[src/swg_defs.vh]
`ifndef SWG_DEFS_VH
`define SWG_DEFS_VH

// Word byte addresses on the Wishbone slave (index * 4)
`define SWG_ADDR_W            6
`define SWG_OFF_PROT_CMD      6'h00
`define SWG_OFF_SYS_STATUS    6'h04
`define SWG_OFF_PWR_SAVE      6'h08
`define SWG_OFF_CLK_CTRL      6'h0C
`define SWG_OFF_PROC_CLK      6'h10
`define SWG_OFF_CLK_MON       6'h14
`define SWG_OFF_RST_SRC       6'h18
`define SWG_OFF_RAM_STAT      6'h1C
`define SWG_OFF_DBG_MODE      6'h20
`define SWG_OFF_IRQ_STATUS    6'h24
`define SWG_OFF_IRQ_MASK      6'h28
`define SWG_OFF_BIT_OP        6'h2C

// Number of guarded registers
`define SWG_NUM_GUARD         7

// Field positions
`define SWG_SYS_PROTECTION_ERROR_FLAG_BIT     0
`define SWG_IRQ_PROT_ERR_BIT  0
`define SWG_IRQ_GUARD_WR_BIT  1
`define SWG_IRQ_W             2
`define SWG_BITOP_IDX_LSB     0
`define SWG_BITOP_IDX_MSB     3
`define SWG_BITOP_BIT_LSB     8
`define SWG_BITOP_BIT_MSB     10
`define SWG_BITOP_OP_LSB      16
`define SWG_BITOP_OP_MSB      17

// Bit operation codes
`define SWG_OP_SET            2'h1
`define SWG_OP_CLR            2'h2
`define SWG_OP_INV            2'h3

// Reset values
`define SWG_RST_BYTE          8'h00
`define SWG_RST_SYS           8'h00
`define SWG_UNDEF_READ        8'h00

`endif

[src/swg_seq.v]
`timescale 1ns/1ps
`include "swg_defs.vh"

// Unlock sequencer: tracks the one-shot window after a command write
module swg_seq (
	input  wire       clk_i,
	input  wire       rst_i,
	input  wire       wr_cmd_i,
	input  wire       wr_guard_i,
	input  wire       wr_other_i,
	output wire       unlocked_o,
	output wire       grant_o,
	output wire       violation_o
);
	localparam ST_LOCKED = 1'b0;
	localparam ST_OPEN   = 1'b1;

	reg state_reg;
	reg state_next;

	assign unlocked_o  = (state_reg == ST_OPEN);
	assign grant_o     = unlocked_o & wr_guard_i;
	// Guard write while locked, other write or repeat command while open
	assign violation_o = (~unlocked_o & wr_guard_i)
	                   | (unlocked_o & wr_other_i)
	                   | (unlocked_o & wr_cmd_i);

	always @* begin
		case (state_reg)
			ST_LOCKED: begin
				state_next = wr_cmd_i ? ST_OPEN : ST_LOCKED;
			end
			ST_OPEN: begin
				// Any write closes the window; reads leave it open
				if (wr_cmd_i | wr_guard_i | wr_other_i) begin
					state_next = ST_LOCKED;
				end else begin
					state_next = ST_OPEN;
				end
			end
			default: begin
				state_next = ST_LOCKED;
			end
		endcase
	end

	always @(posedge clk_i) begin
		if (rst_i) begin
			state_reg <= ST_LOCKED;
		end else begin
			state_reg <= state_next;
		end
	end
endmodule // swg_seq

[src/swg_top.v]
// Implementation choices: the placing of the registers and the Wishbone interface to the registers.
`timescale 1ns/1ps
`include "swg_defs.vh"

// Overview of operation
// Command register is 8-bit write-only
// First guarded write after command succeeds
// Guarded registers change only via unlock
// Locked guarded write sets error flag
// Unguarded write after command sets flag
// Plain reads keep pending unlock intact
// Repeated command write sets error flag
// Writing zero clears flag, wins race
// Status register resets to zero
// Byte and single-bit status access
// Interrupts held off after command write
// Guarded registers readable anytime, no effect
// Exactly seven guarded registers
// CPU: command write then guarded store
// CPU: five idle instructions after standby
// CPU: same source register for both
// Any write ends the pending unlock; here a write without byte lane 0 (sel_i[0] low) is acked but leaves it open
module swg_top (
	input  wire                      clk_i,
	input  wire                      rst_i,
	input  wire                      cyc_i,
	input  wire                      stb_i,
	input  wire                      we_i,
	input  wire [`SWG_ADDR_W-1:0]    adr_i,
	input  wire [3:0]                sel_i,
	input  wire [31:0]               dat_i,
	output reg  [31:0]               dat_o,
	output reg                       ack_o,
	output reg                       err_o,
	output reg                       irq_o,
	output reg                       irq_hold_o,
	output reg  [7:0]                power_save_control_o,
	output reg  [7:0]                clock_control_reg_o,
	output reg  [7:0]                processor_clock_control_o,
	output reg  [7:0]                clock_monitor_mode_o,
	output reg  [7:0]                reset_source_flags_o,
	output reg  [7:0]                ram_data_status_o,
	output reg  [7:0]                debug_mode_reg_o,
	output reg                       protection_error_flag_o
);
	// Guarded register storage, index 0..6
	reg  [7:0] guard_reg [0:`SWG_NUM_GUARD-1];
	reg  [7:0] sys_reg;
	reg  [`SWG_IRQ_W-1:0] irq_stat_reg;
	reg  [`SWG_IRQ_W-1:0] irq_mask_reg;

	// Single access per request: ack closes the cycle
	wire       req      = cyc_i & stb_i & ~ack_o & ~err_o;
	wire       byte0    = sel_i[0];
	wire       is_cmd   = (adr_i == `SWG_OFF_PROT_CMD);
	wire       is_sys   = (adr_i == `SWG_OFF_SYS_STATUS);
	wire       is_bitop = (adr_i == `SWG_OFF_BIT_OP);
	wire       is_istat = (adr_i == `SWG_OFF_IRQ_STATUS);
	wire       is_imask = (adr_i == `SWG_OFF_IRQ_MASK);

	// Map an address to a guarded index, 7 when not guarded
	function [2:0] guard_index;
		input [`SWG_ADDR_W-1:0] a;
		begin
			case (a)
				`SWG_OFF_PWR_SAVE: guard_index = 3'd0;
				`SWG_OFF_CLK_CTRL: guard_index = 3'd1;
				`SWG_OFF_PROC_CLK: guard_index = 3'd2;
				`SWG_OFF_CLK_MON:  guard_index = 3'd3;
				`SWG_OFF_RST_SRC:  guard_index = 3'd4;
				`SWG_OFF_RAM_STAT: guard_index = 3'd5;
				`SWG_OFF_DBG_MODE: guard_index = 3'd6;
				default:           guard_index = 3'd7;
			endcase
		end
	endfunction

	// Bit operation: read-modify-write of one bit of a target
	function [7:0] bit_apply;
		input [7:0] v;
		input [2:0] b;
		input [1:0] op;
		reg   [7:0] m;
		begin
			m = 8'h01 << b;
			case (op)
				`SWG_OP_SET: bit_apply = v | m;
				`SWG_OP_CLR: bit_apply = v & ~m;
				`SWG_OP_INV: bit_apply = v ^ m;
				default:     bit_apply = v;
			endcase
		end
	endfunction

	wire [2:0] adr_gidx = guard_index(adr_i);
	wire [3:0] bo_tgt   = dat_i[`SWG_BITOP_IDX_MSB:`SWG_BITOP_IDX_LSB];
	wire [2:0] bo_bit   = dat_i[`SWG_BITOP_BIT_MSB:`SWG_BITOP_BIT_LSB];
	wire [1:0] bo_op    = dat_i[`SWG_BITOP_OP_MSB:`SWG_BITOP_OP_LSB];
	// Bit op target: 0..6 guarded, 7 status register, others invalid
	wire       bo_guard = (bo_tgt < 4'd7);
	wire       bo_sys   = (bo_tgt == 4'd7);
	wire       bo_valid = bo_guard | bo_sys;

	wire       known    = is_cmd | is_sys | is_bitop | is_istat | is_imask | (adr_gidx != 3'd7);
	wire       wr       = req & we_i & known & byte0;
	wire       rd       = req & ~we_i & known;

	wire       wr_cmd   = wr & is_cmd;
	wire       wr_guard = wr & (((adr_gidx != 3'd7)) | (is_bitop & bo_guard));
	// Bit ops count as writes even on unguarded targets
	wire       wr_other = wr & ~wr_cmd & ~wr_guard;
	wire [2:0] tgt_idx  = is_bitop ? bo_tgt[2:0] : adr_gidx;

	wire       unlocked;
	wire       grant;
	wire       violation;

	swg_seq u_seq (
		.clk_i       (clk_i),
		.rst_i       (rst_i),
		.wr_cmd_i    (wr_cmd),
		.wr_guard_i  (wr_guard),
		.wr_other_i  (wr_other),
		.unlocked_o  (unlocked),
		.grant_o     (grant),
		.violation_o (violation)
	);

	// Status register next value
	reg  [7:0] sys_next;
	reg        sys_cleared;
	always @* begin
		sys_next    = sys_reg;
		sys_cleared = 1'b0;
		if (wr & is_sys) begin
			sys_next    = dat_i[7:0];
			sys_cleared = ~dat_i[`SWG_SYS_PROTECTION_ERROR_FLAG_BIT];
		end else if (wr & is_bitop & bo_sys) begin
			sys_next    = bit_apply(sys_reg, bo_bit, bo_op);
			sys_cleared = ~sys_next[`SWG_SYS_PROTECTION_ERROR_FLAG_BIT];
		end
		// A zero written to the flag beats the violation of that same write
		if (violation & ~sys_cleared) begin
			sys_next[`SWG_SYS_PROTECTION_ERROR_FLAG_BIT] = 1'b1;
		end
		// Other status bits have no hardware meaning yet; keep them writable
	end

	wire [`SWG_IRQ_W-1:0] irq_events = {grant, violation & ~sys_cleared};
	wire [`SWG_IRQ_W-1:0] irq_stat_next =
		(irq_stat_reg & ~((wr & is_istat) ? dat_i[`SWG_IRQ_W-1:0] : {`SWG_IRQ_W{1'b0}})) | irq_events;

	// Read mux
	reg [7:0] rd_data;
	always @* begin
		rd_data = 8'h00;
		if (is_cmd) begin
			rd_data = `SWG_UNDEF_READ;
		end else if (is_sys) begin
			rd_data = sys_reg;
		end else if (is_istat) begin
			rd_data = {{(8-`SWG_IRQ_W){1'b0}}, irq_stat_reg};
		end else if (is_imask) begin
			rd_data = {{(8-`SWG_IRQ_W){1'b0}}, irq_mask_reg};
		end else if (adr_gidx != 3'd7) begin
			rd_data = guard_reg[adr_gidx];
		end
	end

	integer i;
	always @(posedge clk_i) begin
		if (rst_i) begin
			for (i = 0; i < `SWG_NUM_GUARD; i = i + 1) begin
				guard_reg[i] <= `SWG_RST_BYTE;
			end
			sys_reg      <= `SWG_RST_SYS;
			irq_stat_reg <= {`SWG_IRQ_W{1'b0}};
			irq_mask_reg <= {`SWG_IRQ_W{1'b0}};
			ack_o        <= 1'b0;
			err_o        <= 1'b0;
			dat_o        <= 32'h0000_0000;
			irq_o        <= 1'b0;
			irq_hold_o   <= 1'b0;
			power_save_control_o      <= `SWG_RST_BYTE;
			clock_control_reg_o       <= `SWG_RST_BYTE;
			processor_clock_control_o <= `SWG_RST_BYTE;
			clock_monitor_mode_o      <= `SWG_RST_BYTE;
			reset_source_flags_o      <= `SWG_RST_BYTE;
			ram_data_status_o         <= `SWG_RST_BYTE;
			debug_mode_reg_o          <= `SWG_RST_BYTE;
			protection_error_flag_o   <= 1'b0;
		end else begin
			ack_o <= req & known;
			err_o <= req & ~known;
			dat_o <= rd ? {24'h00_0000, rd_data} : 32'h0000_0000;
			// Only a granted write reaches a guarded register
			if (grant) begin
				guard_reg[tgt_idx] <= is_bitop ? bit_apply(guard_reg[tgt_idx], bo_bit, bo_op)
				                               : dat_i[7:0];
			end
			sys_reg      <= sys_next;
			irq_stat_reg <= irq_stat_next;
			if (wr & is_imask) begin
				irq_mask_reg <= dat_i[`SWG_IRQ_W-1:0];
			end
			irq_o      <= |(irq_stat_next & irq_mask_reg);
			// Held while the window is open so the guarded store is not split
			irq_hold_o <= wr_cmd | (unlocked & ~(wr_guard | wr_other));
			power_save_control_o      <= guard_reg[0];
			clock_control_reg_o       <= guard_reg[1];
			processor_clock_control_o <= guard_reg[2];
			clock_monitor_mode_o      <= guard_reg[3];
			reset_source_flags_o      <= guard_reg[4];
			ram_data_status_o         <= guard_reg[5];
			debug_mode_reg_o          <= guard_reg[6];
			protection_error_flag_o   <= sys_next[`SWG_SYS_PROTECTION_ERROR_FLAG_BIT];
		end
	end
endmodule // swg_top

[config.mk]
export PLATFORM = sky130hd
export DESIGN_NAME = swg_top
export DESIGN_NICKNAME = d
export VERILOG_FILES = /design/src/swg_seq.v /design/src/swg_top.v
export VERILOG_INCLUDE_DIRS = /design/src /design/src/src
export SDC_FILE = /design/constraint.sdc
export NUM_CORES = 1
export LEC_CHECK = 0
export ABC_CLOCK_PERIOD_IN_PS = 4000
export BUFFER_PORTS_ARGS = -buffer_cell sky130_fd_sc_hd__buf_2
export CAP_MARGIN = 20
export CORE_MARGIN = 2
export CORE_UTILIZATION = 30
export CTS_BUF_LIST = sky130_fd_sc_hd__clkbuf_8
export DETAILED_ROUTE_END_ITERATION = 7
export REMOVE_ABC_BUFFERS = 1
export SYNTH_ARGS = -nofsm -noshare
export SYNTH_HDL_FRONTEND = slang
export SYNTH_SLANG_ARGS = --single-unit
[constraint.sdc]
create_clock -name clk_i -period 4 [get_ports clk_i]
set_clock_uncertainty 0.1 [all_clocks]
set_input_delay 0.4 -clock clk_i [delete_from_list [all_inputs] [get_ports clk_i]]
set_output_delay 0.4 -clock clk_i [all_outputs]
set_load 0.1 [all_outputs]
Word level (Yosys, flattened, before mapping)
Memories as Yosys holds them, arrays and structs flattened. A register that Yosys moved wholly into a read port is not among the register bits.
Index checks and enable logic that the tools add are counted.
Widths: inputs -> output; s select.
- output and inout bits: 93
- bits of input ports: 47
- logic and storage cells: 129
- bits in writable memories: 56
- register bits after elaboration: 49
- memories: 1
- reductions and logical operators: 8
- shifts and indexed selects: 1
- order comparisons: 1
- eq/ne operators: 16
- bitwise logic cells: 61
- muxes and demuxes: 30
- memories (name ; words ; width ; read ports ; clocked after Yosys merged registers in ; wr ports ; RTL line ; source):
    guard_reg ; 7 ; 8 ; 9 ; 7 ; 7 ; swg_top.v:47 ; reg [7:0] guard_reg [0:`SWG_NUM_GUARD-1];
- operators with widths (operator ; number):
    $mux 8 ; 12
    $pmux 8 s3 ; 2
    $and 1x1->1 ; 26
    $eq 6x5->1 const B ; 4
    $eq 6x6->1 const B ; 4
    $pmux 3 s7 ; 1
    $and 8x8->8 ; 2
    $or 8x8->8 ; 2
    $xor 8x8->8 ; 2
    $eq 6x4->1 const B ; 2
    $not 1->1 ; 12
    $or 1x1->1 ; 12
    $mux 1 ; 11
    $not 8->8 ; 1
    $reduce_or 8->1 ; 1
    $shl 1x3->8 const A ; 1
    $eq 6x3->1 const B ; 1
    $logic_not 6->1 ; 1
    $mux 3 ; 2
    $and 2x2->2 ; 2
    $eq 2x2->1 const B ; 2
    $eq 4x3->1 const B ; 1
    $lt 4x3->1 const B ; 1
    $reduce_bool 4->1 ; 1
    11 further kinds ; 11

Logic depth before layout (Yosys ltp)
Gate-level depths: netlist of run 1.
- word-level depth: 20
- depth in mapped cells: 17
- depth with buffers taken out: 13

By module
A second synthesis of run 1 with hierarchy kept.
- cells, all modules: 805
- area total of the unflattened synthesis: 7453.4 um^2
- by module, submodules not included (module ; cells each ; area an instance (um^2) ; instances ; seq. area each (um^2)):
    swg_top ; 797 ; 7392.1 ; 1 ; 3443.3
    swg_seq ; 8 ; 61.3 ; 1 ; 20.0

Worst setup path after synthesis of run 1
OpenSTA, ideal clock, no wires.
- kind: input to register
- from: in adr_i[0]
- to: mem guard_reg[3][7], data pin
- cell stages on the path: 16
- setup slack: 456 ps
- library setup time: 150 ps
- arrival: 3293 ps
- path buffers: 4
- required time: 3750 ps
- path through: buf_2 or3_1 buf_2 or3_1 buf_2 buf_2 a211oi_1 a32oi_1 nand3_1 inv_1 ha_1 o221a_2 nor2_1 nor2_1 or2_2 a21oi_1
- RTL lines (element ; RTL line ; source):
    from (decl) ; swg_top.v:29 ; input wire [`SWG_ADDR_W-1:0] adr_i,
    to (decl) ; swg_top.v:47 ;

==> metrics.txt, run 1 <==
Synth Instances=between 800 and 900; Port-buffer cells=93; top-count cell post-synth=dfxtp_1; Internal Power=0.00243 W; GRT Residual Overflow=0; Adder-Cell Fraction of Synth Area=0.0578; Max IR drop VDD=0.184 mV; CP required=4070 ps; Max transition margin=0.444; die area=roughly 27,000 um2; Tcrit/Tclk final=0.893; Compound-Gate Fraction of Synth Area=0.175; Syn-to-layout area delta=19.5%; Clock power frac=0.378; Seq/Total Area, Yosys=0.445; post-CTS setup buffer count=0; Synth area leaders=dfxtp_1 23%, edfxtp_1 22%, ha_1 5.8%, nand2_1 4.2%, nor2b_1 3.9%; switch share=0.297; worst hold slack=between 100 and 150 ps; max-slew violations=0; pwr/cell area=372 nW/um2; DP Worst Slack=34.6 ps; asr flop ratio synth=0; first-pass GRT wire length=36.6 mm; dpl hpwl=between 15 and 20 mm; Via Count=between 6,000 and 7,000; initial antenna violation count=0; dominant cell type by area after synthesis=dfxtp_1; die span in x=165 um; CTS tree=done; Post-DRT Antenna Nets=0; FF+latch count, synth=145; unrepaired setup endpoints after global routing=no; post_cts resized=0; Worst-Margin Slew=roughly 830 ps; Core Region=between 20,000 and 30,000 um2; sequential power share=0.459; status=complete, no violations; combinational family with the most area after synthesis=simple AND/OR/NAND/NOR gates; Final GP Congestion=0.900; Synth Area per Inst=9.14 um2; I/O pins=140; Hold Fails Final Rpt=0; n_diodes=0; Filler cells=2,574; post-DR wirelength/cell=18.7 um; critical path launch point type=input pin; layout cells sized above 1=0.221; vias in the first global route=approximately 6,500; Root Driver=clkbuf_8; crit end category=flip-flop; Synth Flop Type=dfxtp_1; Final setup viols=0; NetSw=0.00103 W; CTS buffer count=17; worst path arrival time=3640 ps; f_max=280 MHz; setup TNS=0 ps; DRC=0; fin nets=1,063; Final Core Density=0.368; Synth Area in XOR/XNOR=0.00225; Post-Syn Area=just under 8000 um2; Post-CTS Hold Buffers=0; row cnt=58; GR Util All Layers=0.182; placed cell area=8860 um2; PnR worst setup slack=429 ps; final instance area=about 9300 um2; final wirelength=~25 mm; synth cell count leaders=89 x dfxtp_1, 87 x nand2_1, 60 x nand3_1; Leak=3.72 nW; YS warnings=0; CTS Sinks=145; vias per cell=5.19; share of Yosys cell area claimed by the top area cell type=0.229; Netlist cell types=63; Max Cap Viol=0; Starting Density=0.307; critical setup path kind=in -> reg; Post-synth EDFFs=56; proportion of power drawn by combinational gates=0.164; Final min period=3570 ps; crit path max fanout=14; pin count of the biggest net entering global routing=55; max FFs per register=64; clock-pin transition on the worst setup and hold timing paths=about 80 ps; Multi-input gate area=3890 um2; Initial DRT Pass Iterations=5; register area=3460 um2; simple-gate area share of the yosys netlist=0.236; H-tree depth=4; mux contribution to synthesized area=0.0129; worst skew pair latency=460 ps; clock tree buffer depth=2; hold crit path type=in -> reg; Die Y=~170 um; Iter 0 DRT Violations=494
## placed cells by master (no fill, tap or decap), types with 4 or more instances in the layout
master / synthesis / layout
a2111oi_0: 4 / 4
a211o_1: 14 / 14
a211oi_1: 13 / 13
a21oi_1: 55 / 55
a21oi_2: 5 / 5
a221o_1: 6 / 6
a31oi_1: 9 / 9
a41oi_2: 5 / 5
and3_1: 6 / 6
buf_2: 11 / 93
buf_4: 28 / 59
bufinv_16: 0 / 4
clkbuf_8: 0 / 21
conb_1: 1 / 32
dfxtp_1: 89 / 89
edfxtp_1: 56 / 56
ha_1: 36 / 36
inv_1: 33 / 34
mux2i_1: 10 / 10
nand2_1: 87 / 87
nand3_1: 60 / 60
nand3b_1: 5 / 5
nand4_1: 15 / 15
nor2_1: 57 / 57
nor2b_1: 49 / 49
nor3_1: 31 / 31
nor3_2: 8 / 7
nor4_1: 11 / 11
o211ai_1: 4 / 4
o21a_1: 7 / 7
o21ai_0: 43 / 43
o21bai_1: 4 / 4
o22ai_1: 5 / 5
or2_2: 4 / 4
or3_1: 5 / 5
## cells by family after synthesis
| family | Yosys count |
|---|---|
| AND/OR/NAND/NOR | 355 |
| AO/OA/AOI/OAI | 193 |
| flip-flops | 145 |
| buffers and inverters | 110 |
| adder cells (fa/ha/maj) | 36 |
| multiplexers | 10 |
| XOR/XNOR | 2 |
| other | 1 |
## routing by layer
layer / wire length [um] / up-vias / global-route usage
met1: 10300 / 3255 / 0.225
met4: 938 / 0 / 0.0834
met2: 11900 / 275 / 0.303
met3: 1670 / 61 / 0.0372
li1: - / 3272 / -
met5: 0 / - / 0
## stage by stage
| stage | cells | power [W] |
|---|---|---|
| after CTS | 1322 | 0.00348 |
| after detailed placement | 1291 | 0.00218 |
| final | 1322 | 0.00346 |
| after global placement | 1291 | 0.00218 |
| after global routing | 1322 | 0.00358 |
| after floorplan | 806 | 0.00200 |
## path summary, 6_finish.rpt
kind                        start               to  slack, ps  cells after the start
setup / recovery         adr_i[5]  guard_reg[5][3]        430                     13
hold / removal           dat_i[5]       sys_reg[5]        140                      3
setup reg to reg  guard_reg[2][7]  guard_reg[3][7]        870                     12
hold reg to reg   irq_mask_reg[1]  irq_mask_reg[1]        400                      2
## area by class of cell
| class | instances | area share |
|---|---|---|
| multi-input cells | 628 | 0.418 |
| flip-flops and latches | 145 | 0.372 |
| repair buffers | 155 | 0.104 |
| well taps | 330 | 0.0444 |
| clock buffers | 21 | 0.0311 |
| clock inverters | 10 | 0.0169 |
| inverters | 33 | 0.0133 |
## worst max-delay path, stage by stage
cell and delay (ps):
buf_2 190, nor3_2 570, nor3_4 130, nor3_1 710, nand3_1 220, nand4_1 220, inv_1 70, ha_1 270
o22ai_1 70, a2111oi_0 340, o21bai_1 230, buf_12 170, nor3_1 50
## power by group through the flow
stage	clock, W	combinational (W)	sequential [W]
after floorplan	0	0.000263	0.00174
after global placement	0	0.000557	0.00162
after detailed placement	0	0.000562	0.00162
after CTS	0.00133	0.000564	0.00159
after global routing	0.00139	0.000600	0.00159
final	0.00131	0.000566	0.00159
(Power assumes the default switching activity.)
==> run 2, diff against run 1 <==
- CORE_UTILIZATION: 30 -> 58
- MAX_ROUTING_LAYER: not set -> met4
- PLACE_DENSITY: not set -> 0.82
- SKIP_CTS_REPAIR_TIMING: not set -> 1
==> metrics.txt, run 2 (synthesis gave the netlist of run 1 again) <==
status=complete, no violations (unchanged); CTS Sinks=145 (unchanged); CTS buffer count=17 (unchanged); setup TNS=0 ps (unchanged); Placed Instances=1,134 (was 1,291); H-tree depth=4 (unchanged); Final setup viols=0 (unchanged); unrepaired setup endpoints after global routing=no (unchanged); clock tree buffer depth=2 (unchanged); CP required=4190 ps (was 4070 ps); Max Cap Viol=0 (unchanged); Tcrit/Tclk final=0.866 (was 0.893); proportion of power drawn by combinational gates=0.171 (was 0.164); commonest cells after routing, fill and taps aside=93 x buf_2, 89 x dfxtp_1, 87 x nand2_1, 60 x nand3_1, 57 x nor2_1 (was 93 x buf_2, 89 x dfxtp_1, 87 x nand2_1, 60 x nand3_1, 59 x buf_4); r2r setup slk=940 ps (was 870 ps); GRT Residual Overflow=0 (unchanged); DP Worst Slack=109 ps (was 34.6 ps); critical path launch point type=input pin (unchanged); Internal Power=0.00226 W (was 0.00243 W); Core Region=13,200 um2 (was 25,300 um2); worst path arrival time=3650 ps (was 3640 ps); dpl hpwl=15.4 mm (was 18.0 mm); max FFs per register=64 (unchanged); post-DR wirelength/cell=18.0 um (was 18.7 um); Layout Cells excl Fill=1,166 (was 1,322); Worst-Margin Slew=883 ps (was 834 ps); worst skew pair latency=460 ps (about the same); crit end category=flip-flop (unchanged); commonest non-fill, non-tap cell in the layout=buf_2 (unchanged); pwr/cell area=363 nW/um2 (was 372 nW/um2); Post-DRT Antenna Nets=0 (unchanged); vias per cell=5.99 (was 5.19); crit path max fanout=9 (was 14); worst setup path endpoint=guard_reg[0][0] (was guard_reg[5][3]); Clock power frac=0.347 (was 0.378); Root Driver=clkbuf_8 (unchanged); Filler cells=1,084 (was 2,574); Final GP Congestion=0.986 (was 0.900); Die Y=120 um (was 165 um); first-pass GRT wire length=32.8 mm (was 36.6 mm); Worst setup startpoint=adr_i[1] (was adr_i[5]); Max IR drop VDD=0.165 mV (was 0.184 mV); vias in the first global route=6,138 (was 6,500); die span in x=120 um (was 165 um); hold crit path type=in -> reg (unchanged); switch share=0.312 (was 0.297); row cnt=42 (was 58); DRC=0 (unchanged); critical setup path kind=in -> reg (unchanged); Max transition margin=0.411 (was 0.444); NetSw=0.00103 W (about the same); cell count of the worst reg-to-reg path=12 (unchanged); Port-buffer cells=93 (unchanged); n_diodes=0 (unchanged); Via Count=6,990 (was 6,863); die area=14,400 um2 (was 27,300 um2); Leak=3.68 nW (was 3.72 nW); GR Util All Layers=0.305 (was 0.182); CTS tree=done (unchanged); Final min period=3460 ps (was 3570 ps); f_max=289 MHz (was 280 MHz); Syn-to-layout area delta=16.1% (was 19.5%); pin count of the biggest net entering global routing=59 (was 55); layout cells sized above 1=0.220 (was 0.221); sequential power share=0.482 (was 0.459); Multi-input gate area=3890 um2 (unchanged); Starting Density=0.590 (was 0.307); PnR Total Power=0.00329 W (was 0.00346 W); Final Core Density=0.686 (was 0.368); max-slew violations=0 (unchanged); I/O pins=140 (unchanged); clock-pin transition on the worst setup and hold timing paths=80 ps (about the same); reg2reg end=guard_reg[3][7] (unchanged); register area=3460 um2 (unchanged); final wirelength=21.0 mm (was 24.8 mm); PnR worst setup slack=536 ps (was 429 ps); FF-to-FF Start=guard_reg[2][7] (unchanged); initial antenna violation count=0 (unchanged); Hold Fails Final Rpt=0 (unchanged); Iter 0 DRT Violations=826 (was 494); fin nets=1,060 (was 1,063); Initial DRT Pass Iterations=6 (was 5)
## run 2: stage by stage
stage          hold WS [ps]  instance area [um2]
2_1_floorplan           344                 7470
3_3_place_gp            361                 8660
3_5_place_dp            366                 8660
4_1_cts                 130                 9040
5_1_grt                 137                 9040
6_report                144                 9040
## run 2: worst min path at each step
stage | startpoint | endpoint | slack [ps] | depth (start not counted)
global route | dat_i[5] | sys_reg[5] | 140 | 3
floorplan | irq_mask_reg[0] | irq_mask_reg[0] | 340 | 2
CTS | dat_i[5] | sys_reg[5] | 130 | 3
finish | dat_i[5] | sys_reg[5] | 140 | 3
detailed placement | irq_mask_reg[1] | irq_mask_reg[1] | 370 | 2
global placement | irq_mask_reg[1] | irq_mask_reg[1] | 360 | 2
## run 2: power by group through the flow
| stage | sequential (W) | combinational, W | clock, W |
|---|---|---|---|
| CTS | 0.00158 | 0.000554 | 0.00114 |
| finish | 0.00158 | 0.000562 | 0.00114 |
| global route | 0.00159 | 0.000594 | 0.00121 |
| floorplan | 0.00174 | 0.000263 | 0 |
| detailed placement | 0.00162 | 0.000552 | 0 |
| global placement | 0.00162 | 0.000545 | 0 |
## run 2: area by class of cell
type,count,share of cell area
timing repair buffer,152,0.106
inverter,33,0.0137
tap,176,0.0243
clock buffer,18,0.0274
multi-input combinational,628,0.430
clock inverter,14,0.0154
sequential,145,0.383
## run 2: worst max-delay path: stages
cell and delay [ps]:
buf_2 150, or3b_1 490, buf_4 200, o31ai_2 330, nand3_1 240, a211o_1 370
nand3_1 150, inv_1 60, ha_1 290, o221a_2 280, nor2_1 80, nor2_1 60
or2_2 360, a21oi_1 190
## run 2: layer usage
| metal | part of all wire | track usage |
|---|---|---|
| met1 | 0.41 | 0.417 |
| met5 | 0 | - |
| met4 | 0.021 | 0.0993 |
| met3 | 0.11 | 0.0604 |
| met2 | 0.45 | 0.460 |
==> run 3, diff against run 2 <==
- ABC_CLOCK_PERIOD_IN_PS: 4000 -> not set
- BUFFER_PORTS_ARGS: -buffer_cell sky130_fd_sc_hd__buf_2 -> not set
- CORE_UTILIZATION: 58 -> 60
- DONT_BUFFER_PORTS: not set -> 1
- PLACE_DENSITY: 0.82 -> 0.76
==> metrics.txt, run 3 (synthesis gave the netlist of run 1 again) <==
f_max=286 MHz (was 289 MHz); Post-DRT Antenna Nets=0 (unchanged); Iter 0 DRT Violations=865 (was 826); hold crit path type=in -> reg (unchanged); Max transition margin=0.356 (was 0.411); critical setup path kind=in -> reg (unchanged); Tcrit/Tclk final=0.873 (was 0.866); Starting Density=0.615 (was 0.590); Final GP Congestion=1.04 (was 0.986); layout cells sized above 1=0.123 (was 0.220); DRC=0 (unchanged); CTS buffer count=17 (unchanged); Via Count=6,736 (was 6,990); Die Y=118 um (was 120 um); initial antenna violation count=1 (was 0); Hold Startpoint=dat_i[4] (was dat_i[5]); hold depth=2 (was 3); final wirelength=22.0 mm (was 21.0 mm); r2r setup slk=760 ps (was 940 ps); Final setup viols=0 (unchanged); Filler cells=1,065 (was 1,084); I/O pins=140 (unchanged); cell count of the worst reg-to-reg path=6 (was 12); die span in x=118 um (was 120 um); CP required=4070 ps (was 4190 ps); max-slew violations=0 (unchanged); critical path launch point type=input pin (unchanged); pin count of the biggest net entering global routing=80 (was 59); vias in the first global route=6,373 (was 6,138); Syn-to-layout area delta=9.03% (was 16.1%); worst path arrival time=3570 ps (was 3650 ps); first-pass GRT wire length=33.9 mm (was 32.8 mm); H-tree depth=4 (unchanged); Root Driver=clkbuf_8 (unchanged); setup TNS=0 ps (unchanged); row cnt=41 (was 42); Core Region=12,700 um2 (was 13,200 um2); CTS Sinks=145 (unchanged); status=complete, no violations (unchanged); CTS tree=done (unchanged); unrepaired setup endpoints after global routing=no (unchanged); Final min period=3490 ps (was 3460 ps); dpl hpwl=15.8 mm (was 15.4 mm); Worst-Margin Slew=964 ps (was 883 ps); GR Util All Layers=0.323 (was 0.305); FF-to-FF Start=ack_o (was guard_reg[2][7]); crit end category=flip-flop (unchanged); Hold Fails Final Rpt=0 (unchanged); max FFs per register=64 (unchanged); Port-buffer cells=0 (was 93); clock tree buffer depth=2 (unchanged); Initial DRT Pass Iterations=6 (unchanged); Max IR drop VDD=0.227 mV (was 0.165 mV); crit path max fanout=12 (was 9); post-DR wirelength/cell=20.8 um (was 18.0 um); Worst setup startpoint=adr_i[1] (unchanged); pwr/cell area=380 nW/um2 (was 363 nW/um2); clock-pin transition on the worst setup and hold timing paths=90 ps (was 80 ps); Layout Cells excl Fill=1,059 (was 1,166); commonest non-fill, non-tap cell in the layout=dfxtp_1 (was buf_2); worst skew pair latency=450 ps (was 460 ps); Max Cap Viol=0 (unchanged); die area=13,900 um2 (was 14,400 um2); GRT Residual Overflow=0 (unchanged); Leak=3.17 nW (was 3.68 nW); vias per cell=6.36 (was 5.99); reg2reg end=guard_reg[1][4] (was guard_reg[3][7]); Placed Instances=1,022 (was 1,134); hold worst-path end=sys_reg[4] (was sys_reg[5]); fin nets=956 (was 1,060); commonest cells after routing, fill and taps aside=89 x dfxtp_1, 87 x nand2_1, 60 x nand3_1, 57 x nor2_1, 56 x edfxtp_1 (was 93 x buf_2, 89 x dfxtp_1, 87 x nand2_1, 60 x nand3_1, 57 x nor2_1)
## run 3: final cells by class
type / count / area [um2] / share of cell area
Multi-Input combinational cell: 628 / 3890 / 0.458
Antenna cell: 1 / 2.50 / 0.000295
Clock inverter: 14 / 139 / 0.0164
Inverter: 33 / 124 / 0.0146
Timing Repair Buffer: 48 / 413 / 0.0486
Tap cell: 172 / 215 / 0.0253
Sequential cell: 145 / 3460 / 0.408
Clock buffer: 18 / 248 / 0.0292
## run 3: how the worst max path moves through the flow
stage / slack, ps / to
CTS: 640 / guard_reg[7][1]
floorplan: 80 / guard_reg[3][0]
finish: 510 / guard_reg[5][1]
global placement: 210 / guard_reg[5][1]
global route: 410 / guard_reg[3][5]
detailed placement: 140 / guard_reg[7][1]
## run 3: through the flow
step           utilization  instance area (um2)  setup slack (ps)  power (W)  hold slack, ps
6_report             0.670                 8490               506    0.00323            13.4
5_1_grt              0.670                 8490               414    0.00332            12.5
4_1_cts              0.665                 8430               635    0.00321            -111
3_5_place_dp         0.635                 8040               141    0.00210             367
3_3_place_gp         0.635                 8040               205    0.00209             360
2_1_floorplan            -                 7470              75.9    0.00200             344
## run 3: per-layer routing
layer | vias to the layer above | wire (um) | GRT usage
met5 | - | 0 | -
met4 | 0 | 601 | 0.129
met3 | 60 | 2460 | 0.0828
met2 | 452 | 10400 | 0.506
met1 | 3159 | 8580 | 0.401
li1 | 3065 | - | -
## run 3: worst max-delay path, cell delays in order
cell and delay, ps:
or3_1 380, or3_1 620, a21oi_2 460, nand3_1 200, nand4_1 230, inv_1 70
ha_1 270, o22ai_1 70, a2111oi_0 330, buf_4 190, a21o_1 250, nor3_1 100
## run 3: where the power goes
group / switching [W] / internal (W)
clock network: 0.000562 / 0.000567
registers: 0.000146 / 0.00157
logic: 0.000282 / 0.000102
total: 0.000991 / 0.00224
